===== config.mk =====
export PLATFORM = sky130hd
export DESIGN_NAME = uaef_flow
export DESIGN_NICKNAME = d
export VERILOG_FILES = /design/src/verilog/uaef_pkg.sv /design/src/verilog/uaef_flow.sv /design/src/verilog/uaef_sync.sv /design/src/verilog/uaef_rts_hyst.sv
export VERILOG_INCLUDE_DIRS = /design/src /design/src/verilog
export SDC_FILE = /design/constraint.sdc
export NUM_CORES = 1
export LEC_CHECK = 0
export BUFFER_PORTS_ARGS = -buffer_cell sky130_fd_sc_hd__buf_2
export CAP_MARGIN = 20
export CORE_MARGIN = 2
export CORE_UTILIZATION = 47
export DETAILED_ROUTE_END_ITERATION = 8
export PLACE_DENSITY = 0.76
export SLEW_MARGIN = 20
export SYNTH_ARGS = -nofsm -noshare
export SYNTH_HDL_FRONTEND = slang
export SYNTH_SLANG_ARGS = --single-unit

===== constraint.sdc =====
create_clock -name clock -period 2.2 [get_ports clock]
set_clock_uncertainty 0.05 [all_clocks]
set_input_delay 0.44 -clock clock [delete_from_list [all_inputs] [get_ports clock]]
set_output_delay 0.44 -clock clock [all_outputs]
set_load 0.1 [all_outputs]

===== src/verilog/uaef_regs.svh =====
// uaef_regs.svh: register offsets, field positions and reset values
// for the enhanced flow-control block.
// assumes: included by bare name; defines only.
`ifndef UAEF_REGS_SVH
`define UAEF_REGS_SVH

// byte offsets on the apb bus, one aligned word each
`define UAEF_OFF_EFC   8'h00
`define UAEF_OFF_IER   8'h04
`define UAEF_OFF_FCR   8'h08
`define UAEF_OFF_MCR   8'h0c
`define UAEF_OFF_UPPER 8'h10
`define UAEF_OFF_LOWER 8'h14
`define UAEF_OFF_SSC   8'h18
`define UAEF_OFF_IST   8'h1c
`define UAEF_OFF_IMASK 8'h20
`define UAEF_OFF_STATE 8'h24

// enhanced_feature_control fields
`define UAEF_EFC_CTS 7
`define UAEF_EFC_RTS 6
`define UAEF_EFC_SPC 5
`define UAEF_EFC_ENH 4

// fields guarded by the enhanced write enable, plus the unguarded manual rts bit
`define UAEF_IER_PROT 8'hf0
`define UAEF_FCR_PROT 8'h30
`define UAEF_MCR_PROT 8'he0
`define UAEF_MCR_RTS  1

// interrupt_status event bits
`define UAEF_IST_RTS 0
`define UAEF_IST_CTS 1
`define UAEF_IST_SPC 4

// reset values
`define UAEF_RST_BYTE  8'h00
`define UAEF_RST_UPPER 8'hf0
`define UAEF_RST_LOWER 8'h10

`endif


===== src/verilog/uaef_pkg.sv =====
// uaef_pkg.sv: carrier types for the enhanced flow-control block.
// assumes: compiled before every module that uses it.
package uaef_pkg;

  // apb request from the master
  typedef struct packed {
    logic [7:0]  paddr;
    logic        psel;
    logic        penable;
    logic        pwrite;
    logic [31:0] pwdata;
  } uaef_apb_req_t;

  // apb answer to the master
  typedef struct packed {
    logic [31:0] prdata;
    logic        pready;
    logic        pslverr;
  } uaef_apb_rsp_t;

  // one received character with its strobe
  typedef struct packed {
    logic       valid;
    logic [7:0] data;
  } uaef_char_t;

  // guarded control fields handed to the rest of the uart
  typedef struct packed {
    logic [7:0] int_en;
    logic [7:0] fifo_ctl;
    logic [7:0] modem_ctl;
  } uaef_ctrl_t;

endpackage


===== src/verilog/uaef_flow.sv =====
// uaef_flow.sv: enhanced flow control for one uart channel: automatic
// request-to-send, automatic clear-to-send gating, special character
// detect and the write guard on upper control fields, behind apb.
// assumes: rx fifo, transmitter and baud logic sit outside on clock;
// clear_to_send_in_n is an asynchronous pin.
`timescale 1ns/1ps
`default_nettype none
`include "uaef_regs.svh"

////////////////////////////////////////////////////////////////////////
module uaef_flow #(
  parameter int LVL_W = 9
) (
  input  wire logic                   clock,
  input  wire logic                   rstn,
  input  wire uaef_pkg::uaef_apb_req_t apb_req,
  output var  uaef_pkg::uaef_apb_rsp_t apb_rsp,
  input  wire uaef_pkg::uaef_char_t    rx_in,
  input  wire logic [LVL_W-1:0]       rx_level,
  output var  uaef_pkg::uaef_char_t    rx_fifo_wr,
  input  wire logic                   clear_to_send_in_n,
  output var  logic                   request_to_send_out_n,
  input  wire logic                   tx_start_req,
  output var  logic                   tx_start,
  output var  logic                   tx_halted,
  output var  uaef_pkg::uaef_ctrl_t    ctrl,
  output var  logic                   irq
);

  // the level must cover an 8-bit threshold and stay modest
  if (LVL_W < 8 || LVL_W > 16) begin : g_bad_width
    $error("uaef_flow: LVL_W must lie in 8..16");
  end

  ////////////////////////////////////////////////////////////////////
  // register storage

  logic [7:0] efc_reg;
  logic [7:0] ier_reg;
  logic [7:0] fcr_reg;
  logic [7:0] mcr_reg;
  logic [7:0] upper_reg;
  logic [7:0] lower_reg;
  logic [7:0] ssc_reg;
  logic [7:0] ist_reg;
  logic [7:0] imask_reg;
  logic [7:0] ist_next;
  logic [7:0] ier_next;
  logic [7:0] fcr_next;
  logic [7:0] mcr_next;
  logic       rts_prev_reg;
  logic       halt_prev_reg;

  ////////////////////////////////////////////////////////////////////
  // apb decode

  logic        acc;
  logic        wr;
  logic [7:0]  wd;
  logic        hit_efc;
  logic        hit_ier;
  logic        hit_fcr;
  logic        hit_mcr;
  logic        hit_upper;
  logic        hit_lower;
  logic        hit_ssc;
  logic        hit_ist;
  logic        hit_imask;
  logic        hit_state;
  logic        hit_any;
  logic        enh_on;
  logic [7:0]  state_view;
  logic [31:0] rd_byte;

  // access phase; the slave never waits, so every access ends here
  assign acc = apb_req.psel & apb_req.penable;
  assign wr  = acc & apb_req.pwrite;
  assign wd  = apb_req.pwdata[7:0];

  assign hit_efc   = apb_req.paddr == `UAEF_OFF_EFC;
  assign hit_ier   = apb_req.paddr == `UAEF_OFF_IER;
  assign hit_fcr   = apb_req.paddr == `UAEF_OFF_FCR;
  assign hit_mcr   = apb_req.paddr == `UAEF_OFF_MCR;
  assign hit_upper = apb_req.paddr == `UAEF_OFF_UPPER;
  assign hit_lower = apb_req.paddr == `UAEF_OFF_LOWER;
  assign hit_ssc   = apb_req.paddr == `UAEF_OFF_SSC;
  assign hit_ist   = apb_req.paddr == `UAEF_OFF_IST;
  assign hit_imask = apb_req.paddr == `UAEF_OFF_IMASK;
  assign hit_state = apb_req.paddr == `UAEF_OFF_STATE;
  assign hit_any   = hit_efc | hit_ier | hit_fcr | hit_mcr |
                     hit_upper | hit_lower | hit_ssc | hit_ist |
                     hit_imask | hit_state;

  // read mux; unmapped reads return zero with an error
  assign rd_byte = {24'h000000,
                    hit_efc   ? efc_reg   :
                    hit_ier   ? ier_reg   :
                    hit_fcr   ? fcr_reg   :
                    hit_mcr   ? mcr_reg   :
                    hit_upper ? upper_reg :
                    hit_lower ? lower_reg :
                    hit_ssc   ? ssc_reg   :
                    hit_ist   ? ist_reg   :
                    hit_imask ? imask_reg :
                    hit_state ? state_view : 8'h00};

  assign apb_rsp.prdata  = rd_byte;
  assign apb_rsp.pready  = 1'b1;
  assign apb_rsp.pslverr = acc & ~hit_any;

  ////////////////////////////////////////////////////////////////////
  // guarded writes: protected bits keep their value unless enabled

  assign enh_on = efc_reg[`UAEF_EFC_ENH];

  assign ier_next = (wd & ~`UAEF_IER_PROT) |
                    ((enh_on ? wd : ier_reg) & `UAEF_IER_PROT);
  assign fcr_next = (wd & ~`UAEF_FCR_PROT) |
                    ((enh_on ? wd : fcr_reg) & `UAEF_FCR_PROT);
  assign mcr_next = (wd & ~`UAEF_MCR_PROT) |
                    ((enh_on ? wd : mcr_reg) & `UAEF_MCR_PROT);

  // feature bits all come up off
  always_ff @(posedge clock or negedge rstn) begin
    if (!rstn)              efc_reg <= `UAEF_RST_BYTE;
    else if (wr && hit_efc) efc_reg <= wd;
  end

  // guarded control registers
  always_ff @(posedge clock or negedge rstn) begin
    if (!rstn) begin
      ier_reg <= `UAEF_RST_BYTE;
      fcr_reg <= `UAEF_RST_BYTE;
      mcr_reg <= `UAEF_RST_BYTE;
    end else begin
      if (wr && hit_ier) ier_reg <= ier_next;
      if (wr && hit_fcr) fcr_reg <= fcr_next;
      if (wr && hit_mcr) mcr_reg <= mcr_next;
    end
  end

  // thresholds, stop character and interrupt mask
  always_ff @(posedge clock or negedge rstn) begin
    if (!rstn) begin
      upper_reg <= `UAEF_RST_UPPER;
      lower_reg <= `UAEF_RST_LOWER;
      ssc_reg   <= `UAEF_RST_BYTE;
      imask_reg <= `UAEF_RST_BYTE;
    end else begin
      if (wr && hit_upper) upper_reg <= wd;
      if (wr && hit_lower) lower_reg <= wd;
      if (wr && hit_ssc)   ssc_reg   <= wd;
      if (wr && hit_imask) imask_reg <= wd;
    end
  end

  assign ctrl.int_en    = ier_reg;
  assign ctrl.fifo_ctl  = fcr_reg;
  assign ctrl.modem_ctl = mcr_reg;

  ////////////////////////////////////////////////////////////////////
  // automatic request-to-send

  // lower threshold above upper gives no hold band; software's care
  uaef_rts_hyst #(
    .LVL_W (LVL_W)
  ) u_rts (
    .clock    (clock),
    .rstn     (rstn),
    .auto_en  (efc_reg[`UAEF_EFC_RTS]),
    .manual_n (~mcr_reg[`UAEF_MCR_RTS]),
    .level    (rx_level),
    .upper    (upper_reg),
    .lower    (lower_reg),
    .rts_n    (request_to_send_out_n)
  );

  ////////////////////////////////////////////////////////////////////
  // automatic clear-to-send

  logic cts_s;

  uaef_sync #(
    .INIT (1'b1)
  ) u_cts_sync (
    .clock (clock),
    .rstn  (rstn),
    .d     (clear_to_send_in_n),
    .q     (cts_s)
  );

  // gating acts on character starts, so a frame in flight completes
  assign tx_halted = efc_reg[`UAEF_EFC_CTS] & cts_s;
  assign tx_start  = tx_start_req & ~tx_halted;

  ////////////////////////////////////////////////////////////////////
  // special character detect and receive pass-through

  logic spc_hit;

  assign spc_hit = rx_in.valid & efc_reg[`UAEF_EFC_SPC] &
                   (rx_in.data == ssc_reg);

  // every character goes on to the fifo, match or not
  always_ff @(posedge clock or negedge rstn) begin
    if (!rstn) rx_fifo_wr <= '0;
    else       rx_fifo_wr <= rx_in;
  end

  ////////////////////////////////////////////////////////////////////
  // sticky status and interrupt; a new event beats a same-cycle clear

  logic [7:0] ev;
  logic [7:0] clr;

  assign ev = (8'h01 << `UAEF_IST_SPC) & {8{spc_hit}} |
              (8'h01 << `UAEF_IST_RTS) &
                {8{request_to_send_out_n & ~rts_prev_reg}} |
              (8'h01 << `UAEF_IST_CTS) & {8{tx_halted & ~halt_prev_reg}};
  assign clr      = (wr && hit_ist) ? wd : 8'h00;
  assign ist_next = (ist_reg & ~clr) | ev;

  always_ff @(posedge clock or negedge rstn) begin
    if (!rstn) begin
      ist_reg       <= `UAEF_RST_BYTE;
      rts_prev_reg  <= 1'b1;
      halt_prev_reg <= 1'b0;
    end else begin
      ist_reg       <= ist_next;
      rts_prev_reg  <= request_to_send_out_n;
      halt_prev_reg <= tx_halted;
    end
  end

  assign irq = |(ist_reg & imask_reg);

  // live view of the flow-control lines
  assign state_view = {5'h00, tx_halted, cts_s, request_to_send_out_n};
endmodule // uaef_flow

`default_nettype wire


===== src/verilog/uaef_sync.sv =====
// uaef_sync.sv: two-flop synchroniser for one level from a pin.
// assumes: d is asynchronous to clock; q is read by ordinary logic.
`timescale 1ns/1ps
`default_nettype none

module uaef_sync #(
  parameter logic INIT = 1'b1
) (
  input  wire logic clock,
  input  wire logic rstn,
  input  wire logic d,
  output var  logic q
);

  logic meta_reg;

  // first flop feeds only the second
  always_ff @(posedge clock or negedge rstn) begin
    if (!rstn) begin
      meta_reg <= INIT;
      q        <= INIT;
    end else begin
      meta_reg <= d;
      q        <= meta_reg;
    end
  end

endmodule // uaef_sync

`default_nettype wire


===== src/verilog/uaef_rts_hyst.sv =====
// uaef_rts_hyst.sv: request-to-send level with fill-level hysteresis.
// assumes: level and thresholds come from logic on the same clock.
`timescale 1ns/1ps
`default_nettype none

module uaef_rts_hyst #(
  parameter int LVL_W = 9
) (
  input  wire logic             clock,
  input  wire logic             rstn,
  input  wire logic             auto_en,
  input  wire logic             manual_n,
  input  wire logic [LVL_W-1:0] level,
  input  wire logic [7:0]       upper,
  input  wire logic [7:0]       lower,
  output var  logic             rts_n
);

  logic above;
  logic below;
  logic rts_next;

  // a narrower level would cut the 8-bit thresholds in the compare
  if (LVL_W < 8) begin : g_bad_width
    $error("uaef_rts_hyst: LVL_W must be at least 8");
  end

  // thresholds widened to the level width for compare
  assign above = level > LVL_W'(upper);
  assign below = level < LVL_W'(lower);
  // between the thresholds the old level holds
  assign rts_next = !auto_en ? manual_n :
                    above    ? 1'b1 :
                    below    ? 1'b0 : rts_n;

  // reset leaves the line deasserted (high)
  always_ff @(posedge clock or negedge rstn) begin
    if (!rstn) rts_n <= 1'b1;
    else       rts_n <= rts_next;
  end

endmodule // uaef_rts_hyst

`default_nettype wire


# Yosys cells after proc, flatten, opt, wreduce, memory -nomap -nowiden

Index checks and enable logic that the tools add are counted.

Bits in read-only memories: 0
Bits in latches: 0
Output and inout port bits: 71
Word-level logic and storage cells: 89
Bits in writable memories: 0
Flip-flop bits (word level): 86
Memories: 0
Bits of input ports: 65

Shift-type cells: 0
$mul: 0
Order comparisons: 2
Divide/modulo/power cells: 0
Equality and inequality tests: 11
Mux-type cells: 17
Add/sub/neg operators: 0
Bitwise gates (word level): 32
Reductions and logical operators: 11

Operator list:

| cell               | number |
|---|---|
| $mux 8             | 12 |
| $eq 8x5->1 const B | 4 |
| $and 8x8->8        | 2 |
| $eq 8x4->1 const B | 2 |
| $eq 8x6->1 const B | 2 |
| $and 1x1->1        | 9 |
| $gt 9x8->1         | 1 |
| $logic_and 1x1->1  | 9 |
| $lt 9x8->1         | 1 |
| $or 1x1->1         | 9 |
| $eq 8x3->1 const B | 1 |
| $eq 8x8->1         | 1 |
| $logic_not 8->1    | 1 |
| $not 8->8          | 1 |
| $or 4x8->8         | 1 |
| $or 5x8->8         | 1 |
| $or 8x5->8         | 1 |
| $or 8x6->8         | 1 |
| $reduce_or 8->1    | 1 |
| $mux 6             | 1 |
| $not 1->1          | 5 |
| $or 5x1->5         | 1 |
| $or 5x2->5         | 1 |
| $mux 1             | 3 |
| other kinds (2)    | 2 |

# Logic depth before layout (Yosys ltp)

Gate-level depths: netlist of run 1.

Depth in word-level cells: 12
Gate-level depth with buffers: 7
Depth with buffers taken out: 7

# Hierarchy

Synthesis of run 1 repeated with hierarchy kept, for this count alone.

Cell total of the unflattened synthesis: 432
Area, all modules: 4,878.4 µm²

Modules (own cells, without submodules):

| module        | cells each | seq. area each (µm²) | area an instance (µm²) | instances |
|---|---|---|---|---|
| uaef_flow     | 372        | 2,084.5              | 4,386.7                | 1 |
| uaef_rts_hyst | 58         | 26.3                 | 439.2                  | 1 |
| uaef_sync     | 2          | 52.6                 | 52.6                   | 1 |

# Worst setup path before layout of run 1

No wires, ideal clock.

Path kind: input to output
Start: input apb_req[40] (netlist bit)
End: output apb_rsp[4] (netlist bit)
Required time: 1,710 ps
Cell stages on the path: 6
Slack: -2,125 ps
Arrival time: 3,835 ps
Buffers on the path: 2
Cell sequence: buf_2 -> or4b_1 -> buf_6 -> a2111oi_2 -> o21ai_0 -> o31ai_1

RTL lines:

| element         | RTL line        | source |
|---|---|---|
| start, declared | uaef_flow.sv:16 | `input wire uaef_pkg::uaef_apb_req_t apb_req,` |
| end, declared   | uaef_flow.sv:17 | `output var uaef_pkg::uaef_apb_rsp_t apb_rsp,` |

==> reports/results.ini, run 1 <==
[timing]
drv_slew=0
setup_viol=8
clock.fmax_mhz=379.1
tightest_slew_ns=0.5121
rsz0062_at_grt=true
relSlewSlack_pct=65.86
setup_slack_ns=-0.4377
min_period_ns=2.638
timing.final.crit_share_pct=119.9
setup_tns_ns=-2.927
hold_viol=0

[setup_path]
critPathTopFamily=buffers and inverters
crit_chain=buf_6 -> or4b_4 -> buf_4 -> o31ai_4 -> buf_4 -> a2111oi_4 -> o22ai_4 -> buf_12
arrival_ns=2.15
cp_slowest_cell=or4b_4
worstSetupPathType=in -> out
critPathLaunchType=input pin
required_ns=1.71
cp-end-kind=output pin
rr_startpoint=upper_reg[7]$_DFFE_PN1P_
cp-startpoint=apb_req[41]
slowest_delay_ns=0.57
crit_buf_inv=4
cpMostUsedCell=buf_4
cp_max_fo=3

[yosys]
synth_area_leader_cell=dfrtp_1
synth-edff-count=0
synth_area_um2=4745
synth-async-reset-ratio_pct=100.0
synth_area_leaders=dfrtp_1, mux2_2, dfstp_2, buf_4, ha_1
synth_top_family_by_area=multiplexers
ys_seq_area_share_pct=45.60
synth_common_cells=dfrtp_1, mux2_2, nand2_1
synth.top_cell.area_share_pct=40.61
synth-seq-cells=86
yosysMostFrequentCell=dfrtp_1
synth_compound_area_share_pct=11.66
synth_adder_area_share_pct=3.956
syn_area_per_cell_um2=11.35
ys_types=59
synth_ff_type=dfrtp_1
synth-simple-area-share_pct=11.16
synthXorXnorAreaFrac_pct=1.477
synthCells=418
yosys_warnings=0
synthMuxAreaShare_pct=18.80

[drt]
ant_nets=0
via_count=3993
wl_per_cell_um=19.94
avgViaCountPerCell=5.640
drtIter0Drc=214
drt-pass1-iter-count=5
wl_mm=14.12
drc_errors=0

[grt]
grt_overflow=0
track_usage_pct=26.21
grt_pass1_wl_mm=21.84
antenna_found_initial=0
grt_pass1_vias=4042
grt_max_degree=50

[power]
power_density_nw_per_um2=553.2
p_leak_nw=3.125
vdd_ir_drop_max_v=0.0004009

[run]
drv_cap=0

[finish]
num_antenna_cells=0
drive_above_1_share_pct=50.26
syn_to_final_growth_pct=34.99
final_nets=650
stdcell_area_um2=6405
utilization_pct=65.53

[clock_network]
clockBufferDepth=2
cts_max_level=3
cts_tree=done
cts_root_buf=clkbuf_8
cts_buffers=9
clk_latency_ns=0.37
clkSlewWorstSetupHoldPaths_ns=0.10
cts_sinks=86

[floorplan]
core_um2=9774
fp.dieArea_um2=10910
fp-row-count=36
dieWidth_um=104.5
ios=136
die-height_um=104.5
start_util_pct=48.54

[place]
pre_cts_ws_ns=-0.4243
place_hpwl_mm=10.62
place_area_um2=5974
gp_congestion=0.9834
port_buffers=86

[run_status]
violations=negative setup slack
status=finished, violations left

[min_path]
hp-class=in -> reg
worstHoldStart=clear_to_send_in_n

-- stage by stage --
stage,cells,total power [mW],hold WS (ns)
CTS,703,3.551,0.09443
floorplan,441,2.166,0.09441
detailed placement,684,2.357,0.2991
global route,708,3.653,0.09744
finish,708,3.543,0.1047
global placement,684,2.346,0.2968
-- placed cells by master (no fill, tap or decap), types with 3 or more instances in the layout --
| master | Yosys | routed |
|---|---|---|
| o21ai_0 | 16 | 14 |
| a211oi_1 | 6 | 6 |
| dfstp_2 | 9 | 9 |
| buf_2 | 6 | 73 |
| o31ai_4 | 0 | 3 |
| and3_1 | 3 | 3 |
| xor2_1 | 4 | 4 |
| buf_4 | 27 | 63 |
| buf_6 | 1 | 7 |
| nor2_2 | 4 | 4 |
| mux2i_1 | 16 | 16 |
| clkbuf_8 | 0 | 9 |
| buf_12 | 0 | 11 |
| a21boi_0 | 7 | 5 |
| nand2_1 | 31 | 30 |
| nand2b_1 | 3 | 3 |
| nand3_1 | 8 | 6 |
| dfrtp_1 | 77 | 76 |
| a22oi_1 | 5 | 5 |
| nor3_4 | 2 | 4 |
| conb_1 | 2 | 25 |
| inv_6 | 0 | 4 |
| nand4_1 | 7 | 7 |
| nor2_1 | 8 | 7 |
| xnor2_1 | 4 | 4 |
| nor2b_1 | 3 | 3 |
| a2111oi_4 | 0 | 3 |
| inv_1 | 22 | 22 |
| a21oi_1 | 15 | 10 |
| a21oi_4 | 0 | 3 |
| mux2_2 | 63 | 63 |
| ha_1 | 15 | 15 |
-- layer usage --
metal | wire [um] | track usage, %
met3 | 819 | 4.449
met2 | 7089 | 44.54
met4 | 375 | 10.52
met1 | 5835 | 33.18
met5 | 0 | 0
-- timing repair --
action / in CTS / in global routing
gates resized for setup: 16 / 15
setup endpoints to repair: 8 / 8
hold buffers: 1 / 0
buffers inserted: 2 / 6
gates cloned: 0 / 0
pin swaps: 7 / 14
endpoints found under the hold margin: 20 / 0
-- path summary, 6_finish.rpt --
path	slack [ns]	end	depth (start not counted)
setup / recovery	-0.44	apb_rsp[2]	8
hold / removal	0.10	u_cts_sync.meta_reg$_DFF_PN1_	1
setup reg to reg	0.52	u_rts.rts_n$_DFFE_PN1P_	7
hold reg to reg	0.31	u_cts_sync.q$_DFF_PN1_	0
max in group asynchronous	0.90	upper_reg[7]$_DFFE_PN1P_	3
min in group asynchronous	0.53	upper_reg[0]$_DFFE_PN0P_	2
-- layout make-up --
class / count / area [um^2]
timing repair buffer: 156 / 1162
clock buffer: 9 / 123.9
clock inverter: 7 / 83.83
inverter: 22 / 82.58
multi-input combinational: 295 / 2621
sequential: 86 / 2165
tap: 133 / 166.4
fill: 774 / 3369
-- kinds of logic after synthesis --
logic type | count (synthesis)
buf+inv | 60
fa+ha+maj | 15
other cells | 2
simple gates | 87
mux | 80
compound gates | 80
xor+xnor | 8
flops | 86
-- power breakdown --
| part | leakage, nW | internal [mW] | total (mW) | switching (mW) |
|---|---|---|---|---|
| Combinational | 1.90 | 0.175 | 0.725 | 0.549 |
| Clock | 0.103 | 0.549 | 1.19 | 0.638 |
| Sequential | 1.12 | 1.61 | 1.63 | 0.0192 |
| Total | 3.13 | 2.34 | 3.54 | 1.21 |
Note: power is estimated with default switching activity, not from simulation.
==> inputs of run 2 (changes only) <==
--- a/config.mk
+++ b/config.mk
@@ -11,5 +11,5 @@
 export CORE_MARGIN = 2
-export CORE_UTILIZATION = 47
+export CORE_UTILIZATION = 48
 export DETAILED_ROUTE_END_ITERATION = 8
-export PLACE_DENSITY = 0.76
+export PLACE_DENSITY = 0.77
 export SLEW_MARGIN = 20
@@ -17,2 +17,3 @@
 export SYNTH_HDL_FRONTEND = slang
+export SYNTH_HIERARCHICAL = 1
 export SYNTH_SLANG_ARGS = --single-unit
==> constraint.sdc (replaced) <==
create_clock -name clock -period 2.2 [get_ports clock]
set_clock_uncertainty 0.05 [all_clocks]
set_input_delay 0.33 -clock clock [delete_from_list [all_inputs] [get_ports clock]]
set_output_delay 0.33 -clock clock [all_outputs]
set_load 0.1 [all_outputs]
==> reports/results.ini, run 2 <==
[yosys]
synth_area_um2=4878
ys_types=60
synth_area_leader_cell=dfrtp_1
synth-seq-cells=86
synth-edff-count=0
synth-async-reset-ratio_pct=100.0
yosysMostFrequentCell=dfrtp_1
synthCells=432
synth_ff_type=dfrtp_1
synth_common_cells=dfrtp_1, mux2_2, buf_4
yosys_warnings=6
syn_area_per_cell_um2=11.29
synth.top_cell.area_share_pct=39.50
ys_seq_area_share_pct=44.34
synth_area_leaders=dfrtp_1, mux2_2, dfstp_2, buf_4, ha_1

[finish]
num_antenna_cells=0
layout_common_cells=buf_2, dfrtp_1, mux2_2
stdcell_area_um2=6530
final_common_cell=buf_2
syn_to_final_growth_pct=33.85
drive_above_1_share_pct=53.55
final_nets=652

[clock_network]
clockBufferDepth=2
cts_sinks=86
clk_latency_ns=0.37
cts_max_level=3
cts_buffers=9
cts_tree=done
cts_root_buf=clkbuf_8
clkSlewWorstSetupHoldPaths_ns=0.09

[timing]
drv_slew=0
min_period_ns=2.384
setup_tns_ns=-1.000
relSlewSlack_pct=58.96
setup_slack_ns=-0.1839
tightest_slew_ns=0.6156
hold_viol=0
setup_viol=8
timing.final.crit_share_pct=108.4
rsz0062_at_grt=true
clock.fmax_mhz=419.5

[floorplan]
start_util_pct=49.68
fp.dieArea_um2=10990
core_um2=9819
die-height_um=104.8
dieWidth_um=104.8
ios=136
fp-row-count=36

[power]
internal_power_mw=2.368
vdd_ir_drop_max_v=0.0003771
p_leak_nw=3.117
power_density_nw_per_um2=543.6
p_sw_mw=1.182
seqPwrFrac_pct=45.9
p_sw_share_pct=33.30
combPwrFrac_pct=20.3
p_clk_share_pct=33.8

[run_status]
violations=negative setup slack
status=finished, violations left

[min_path]
hp-class=in -> reg

[grt]
grt_max_degree=47
grt_pass1_wl_mm=22.01
grt_pass1_vias=4130
track_usage_pct=25.93
grt_overflow=0
antenna_found_initial=0

[drt]
ant_nets=0
avgViaCountPerCell=5.669
drt-pass1-iter-count=4
wl_per_cell_um=19.72
drc_errors=0
via_count=4025
drtIter0Drc=266
wl_mm=14.00

[place]
place_hpwl_mm=10.25
gp_congestion=0.8896
port_buffers=86
place_area_um2=6000

[setup_path]
critPathLaunchType=input pin
worstSetupPathType=in -> out
arrival_ns=2.00
cp-end-kind=output pin
cp_max_fo=6
required_ns=1.82

[run]
drv_cap=0

[run 2: cell types whose count changed in the layout (fill, tap and decap cells not counted), moves of 5 or more]
cell       change
dfrtp_1       -12
or3_1          +6
nand2b_1       +5
o21ai_0        -8
a211oi_1       -5
a2bb2oi_1      +5
a211oi_2       +9
nand2_1       -15
buf_4          -6
dfrtp_2       +12
[run 2: layout make-up]
type	instances	area, um^2
clock buffers	10	137.6
clock inverters	6	76.32
fillers	749	3289
inverters	22	82.58
multi-input cells	303	2781
flip-flops and latches	86	2180
well taps	133	166.4
repair buffers	150	1106
[run 2: power groups by stage]
stage                     clock network [mW]  logic (mW)  registers (mW)
after floorplan                            0       0.411            1.75
after global placement                     0       0.676            1.66
after detailed placement                   0       0.686            1.66
after CTS                               1.21       0.708            1.63
after global routing                    1.28       0.759            1.63
final                                   1.20       0.722            1.63
[run 2: critical path: stages]
cell and delay, ns:
buf_6 0.09, or4_4 0.56, buf_8 0.17, a211oi_2 0.29
a221oi_1 0.14, nor3_4 0.19, buf_12 0.21
[run 2: what timing repair did]
| action | CTS | global route |
|---|---|---|
| buffers inserted | 3 | 1 |
| endpoints found under the setup margin | 8 | 9 |
| gates resized for setup | 38 | 20 |
| endpoints found under the hold margin | 42 | 0 |
| pin swaps | 14 | 11 |
| hold buffers | 1 | 0 |
[run 2: cell families after synthesis]
| kind of cell | count (synthesis) | share of synthesized area [%] |
|---|---|---|
| AOI/OAI and AO/OA | 75 | 11.03 |
| adders and majority gates | 15 | 3.847 |
| buffers and inverters | 66 | 7.284 |
| other | 2 | 0.1539 |
| DFF | 86 | 44.34 |
| xor gates and xnor gates | 8 | 1.436 |
| and+or+nand+nor | 100 | 13.26 |
| muxes | 80 | 18.65 |
[run 2: metrics by stage]
step                setup WS, ns  utilization [%]  hold slack (ns)  power [mW]  std cells
global route             -0.2061            66.50         0.002345       3.668        710
floorplan                -0.3196                -         -0.01559       2.160        455
finish                   -0.1839            66.50          0.01719       3.550        710
CTS                      -0.1618            65.33         0.008272       3.545        709
detailed placement       -0.3192            61.10           0.3077       2.345        689
global placement         -0.2850            61.10           0.2971       2.334        689
[run 2: path summary, 6_finish.rpt]
path | end | depth (start not counted) | start | slack [ns]
setup / recovery | apb_rsp[5] | 7 | apb_req[40] | -0.18
hold / removal | u_cts_sync/meta_reg$_DFF_PN1_ | 1 | clear_to_send_in_n | 0.02
setup reg to reg | u_rts/rts_n$_DFFE_PN1P_ | 7 | upper_reg[4]$_DFFE_PN1P_ | 0.40
hold reg to reg | u_cts_sync/q$_DFF_PN1_ | 0 | u_cts_sync/meta_reg$_DFF_PN1_ | 0.32
max in group asynchronous | u_rts/rts_n$_DFFE_PN1P_ | 3 | rstn | 0.95
min in group asynchronous | rx_fifo_wr[7]$_DFF_PN0_ | 2 | rstn | 0.47
[run 2: routing by layer]
layer	vias to the layer above	track usage, %	wire length (um)
met5	-	0	0
met4	0	10.19	415
met3	35	5.365	779
met2	149	42.16	6812
met1	2028	34.01	5991
li1	1813	-	-
==> inputs of run 3 (changes only) <==
PLACE_DENSITY = default   (was 0.77)
PLACE_DENSITY_LB_ADDON = 0.15   (was default)
==> reports/results.ini, run 3 (synthesized netlist as in run 2, its figures left out) <==
[grt]
grtUsageMet1_pct=34.30
top_usage_layer=met2
antenna_found_initial=0
track_usage_pct=24.84
met2_usage_pct=40.31
gr-usage-met3_pct=4.242
grt_pass1_wl_mm=21.23
grt_max_degree=60
grt_overflow=0
grt_pass1_vias=4013

[run_status]
status=finished, violations left
violations=negative setup slack

[drt]
wl_per_cell_um=18.88
drtIter0Drc=135
via_count=3920
drc_errors=0
wl_mm=13.27
drt-pass1-iter-count=4
ant_nets=0
avgViaCountPerCell=5.576

[place]
gp_congestion=0.9585
port_buffers=86
place_hpwl_mm=9.984

[timing]
timing.final.crit_share_pct=106.5
relSlewSlack_pct=65.31
rsz0062_at_grt=true
hold_ws_ns=0.03762
hold_viol=0
drv_slew=0
tightest_slew_ns=0.5204
setup_viol=8
clock.fmax_mhz=426.7
setup_slack_ns=-0.1435
min_period_ns=2.344

[floorplan]
fp-row-count=36
ios=136
die-height_um=104.8
start_util_pct=49.68
fp.dieArea_um2=10990
dieWidth_um=104.8
core_um2=9819

[setup_path]
crit_chain=buf_8 -> buf_6 -> or4b_4 -> or3_4 -> a21oi_2 -> nor3_4 -> buf_12
cp-end-kind=output pin
cp_slowest_cell=or4b_4
worstSetupPathType=in -> out
reg2regPathDepth=7
cp_max_fo=7
critPathTopFamily=simple AND/OR/NAND/NOR gates
slowest_delay_ns=0.54
critPathLaunchType=input pin
arrival_ns=1.96
required_ns=1.82
cp.depth=7
crit_buf_inv=3

[power]
p_leak_nw=3.073
vdd_ir_drop_max_v=0.0004081
power_density_nw_per_um2=554.2
power_mw=3.579

[clock_network]
clk_latency_ns=0.36
clkSlewWorstSetupHoldPaths_ns=0.09
cts_max_level=3
clockBufferDepth=2
cts_root_buf=clkbuf_8
cts_sinks=86
cts_buffers=9
cts_tree=done

[finish]
utilization_pct=65.77
drive_above_1_share_pct=51.58
syn_to_final_growth_pct=32.39
final_common_cell=buf_2
num_antenna_cells=0
final_nets=645
fill_cells=802
layout_common_cells=buf_2, dfrtp_1, mux2_2

[run]
drv_cap=0

[min_path]
hp-class=in -> reg
hold_depth=1

-- run 3: cell types whose count changed in the layout (fill, tap and decap cells not counted), sizes merged --
cell	before	now
clkinvlp	0	1
dlygate4sd3	1	2
bufinv	1	2
inv	25	23
buf	149	141
-- run 3: layer usage --
metal	up-vias	routed length [um]	share of wire (%)
li1	1801	-	-
met1	1989	6045	46
met2	116	6454	49
met3	14	578	4.4
met4	0	194	1.5
met5	-	0	0
-- run 3: worst reg2reg max path: cells and delay by family (launching register included) --
kind,cells,cell delay [ns]
and+or+nand+nor,2,0.32
DFF,1,0.57
adders and majority gates,1,0.30
buffers and inverters,1,0.06
AOI/OAI and AO/OA,3,0.42
-- run 3: timing repair --
action	in CTS	in global routing
hold buffers	2	0
setup buffers	1	0
endpoints found under the setup margin	8	9
hold endpoints to repair	26	0
resized for setup	9	22
pin swaps	3	6
-- run 3: power by group --
| group | total [mW] | internal [mW] | switching, mW | leakage, nW |
|---|---|---|---|---|
| clock | 1.24 | 0.648 | 0.588 | 0.107 |
| sequential | 1.63 | 1.61 | 0.0194 | 1.11 |
| combinational | 0.715 | 0.179 | 0.536 | 1.85 |
-- run 3: final cells by class --
class,instances,area (um^2),area share (%)
inverter,22,82.58,1.279
tap,133,166.4,2.577
clock buffer,10,127.6,1.976
multi-input combinational,303,2740,42.43
clock inverter,6,93.84,1.453
timing repair buffer,143,1069,16.54
sequential,86,2180,33.75
-- run 3: worst paths after layout --
check | slack (ns) | to | startpoint
setup / recovery | -0.14 | apb_rsp[5] | apb_req[40]
hold / removal | 0.04 | rx_fifo_wr[8]$_DFF_PN0_ | rx_in[8]
setup reg to reg | 0.41 | u_rts/rts_n$_DFFE_PN1P_ | upper_reg[4]$_DFFE_PN1P_
hold reg to reg | 0.31 | u_cts_sync/q$_DFF_PN1_ | u_cts_sync/meta_reg$_DFF_PN1_
max in group asynchronous | 1.03 | rts_prev_reg$_DFF_PN1_ | rstn
min in group asynchronous | 0.37 | asynchronous set/reset pin | rstn
-- run 3: through the flow --
stage | std cells | TNS, ns | cell area, um^2 | setup WS (ns)
after floorplan | 455 | -2.157 | 5155 | -0.3196
after global placement | 684 | -2.379 | 6045 | -0.2037
after detailed placement | 684 | -2.759 | 6045 | -0.2142
after CTS | 703 | -0.8598 | 6345 | -0.1295
after global routing | 703 | -1.047 | 6459 | -0.1693
final | 703 | -0.6734 | 6459 | -0.1435
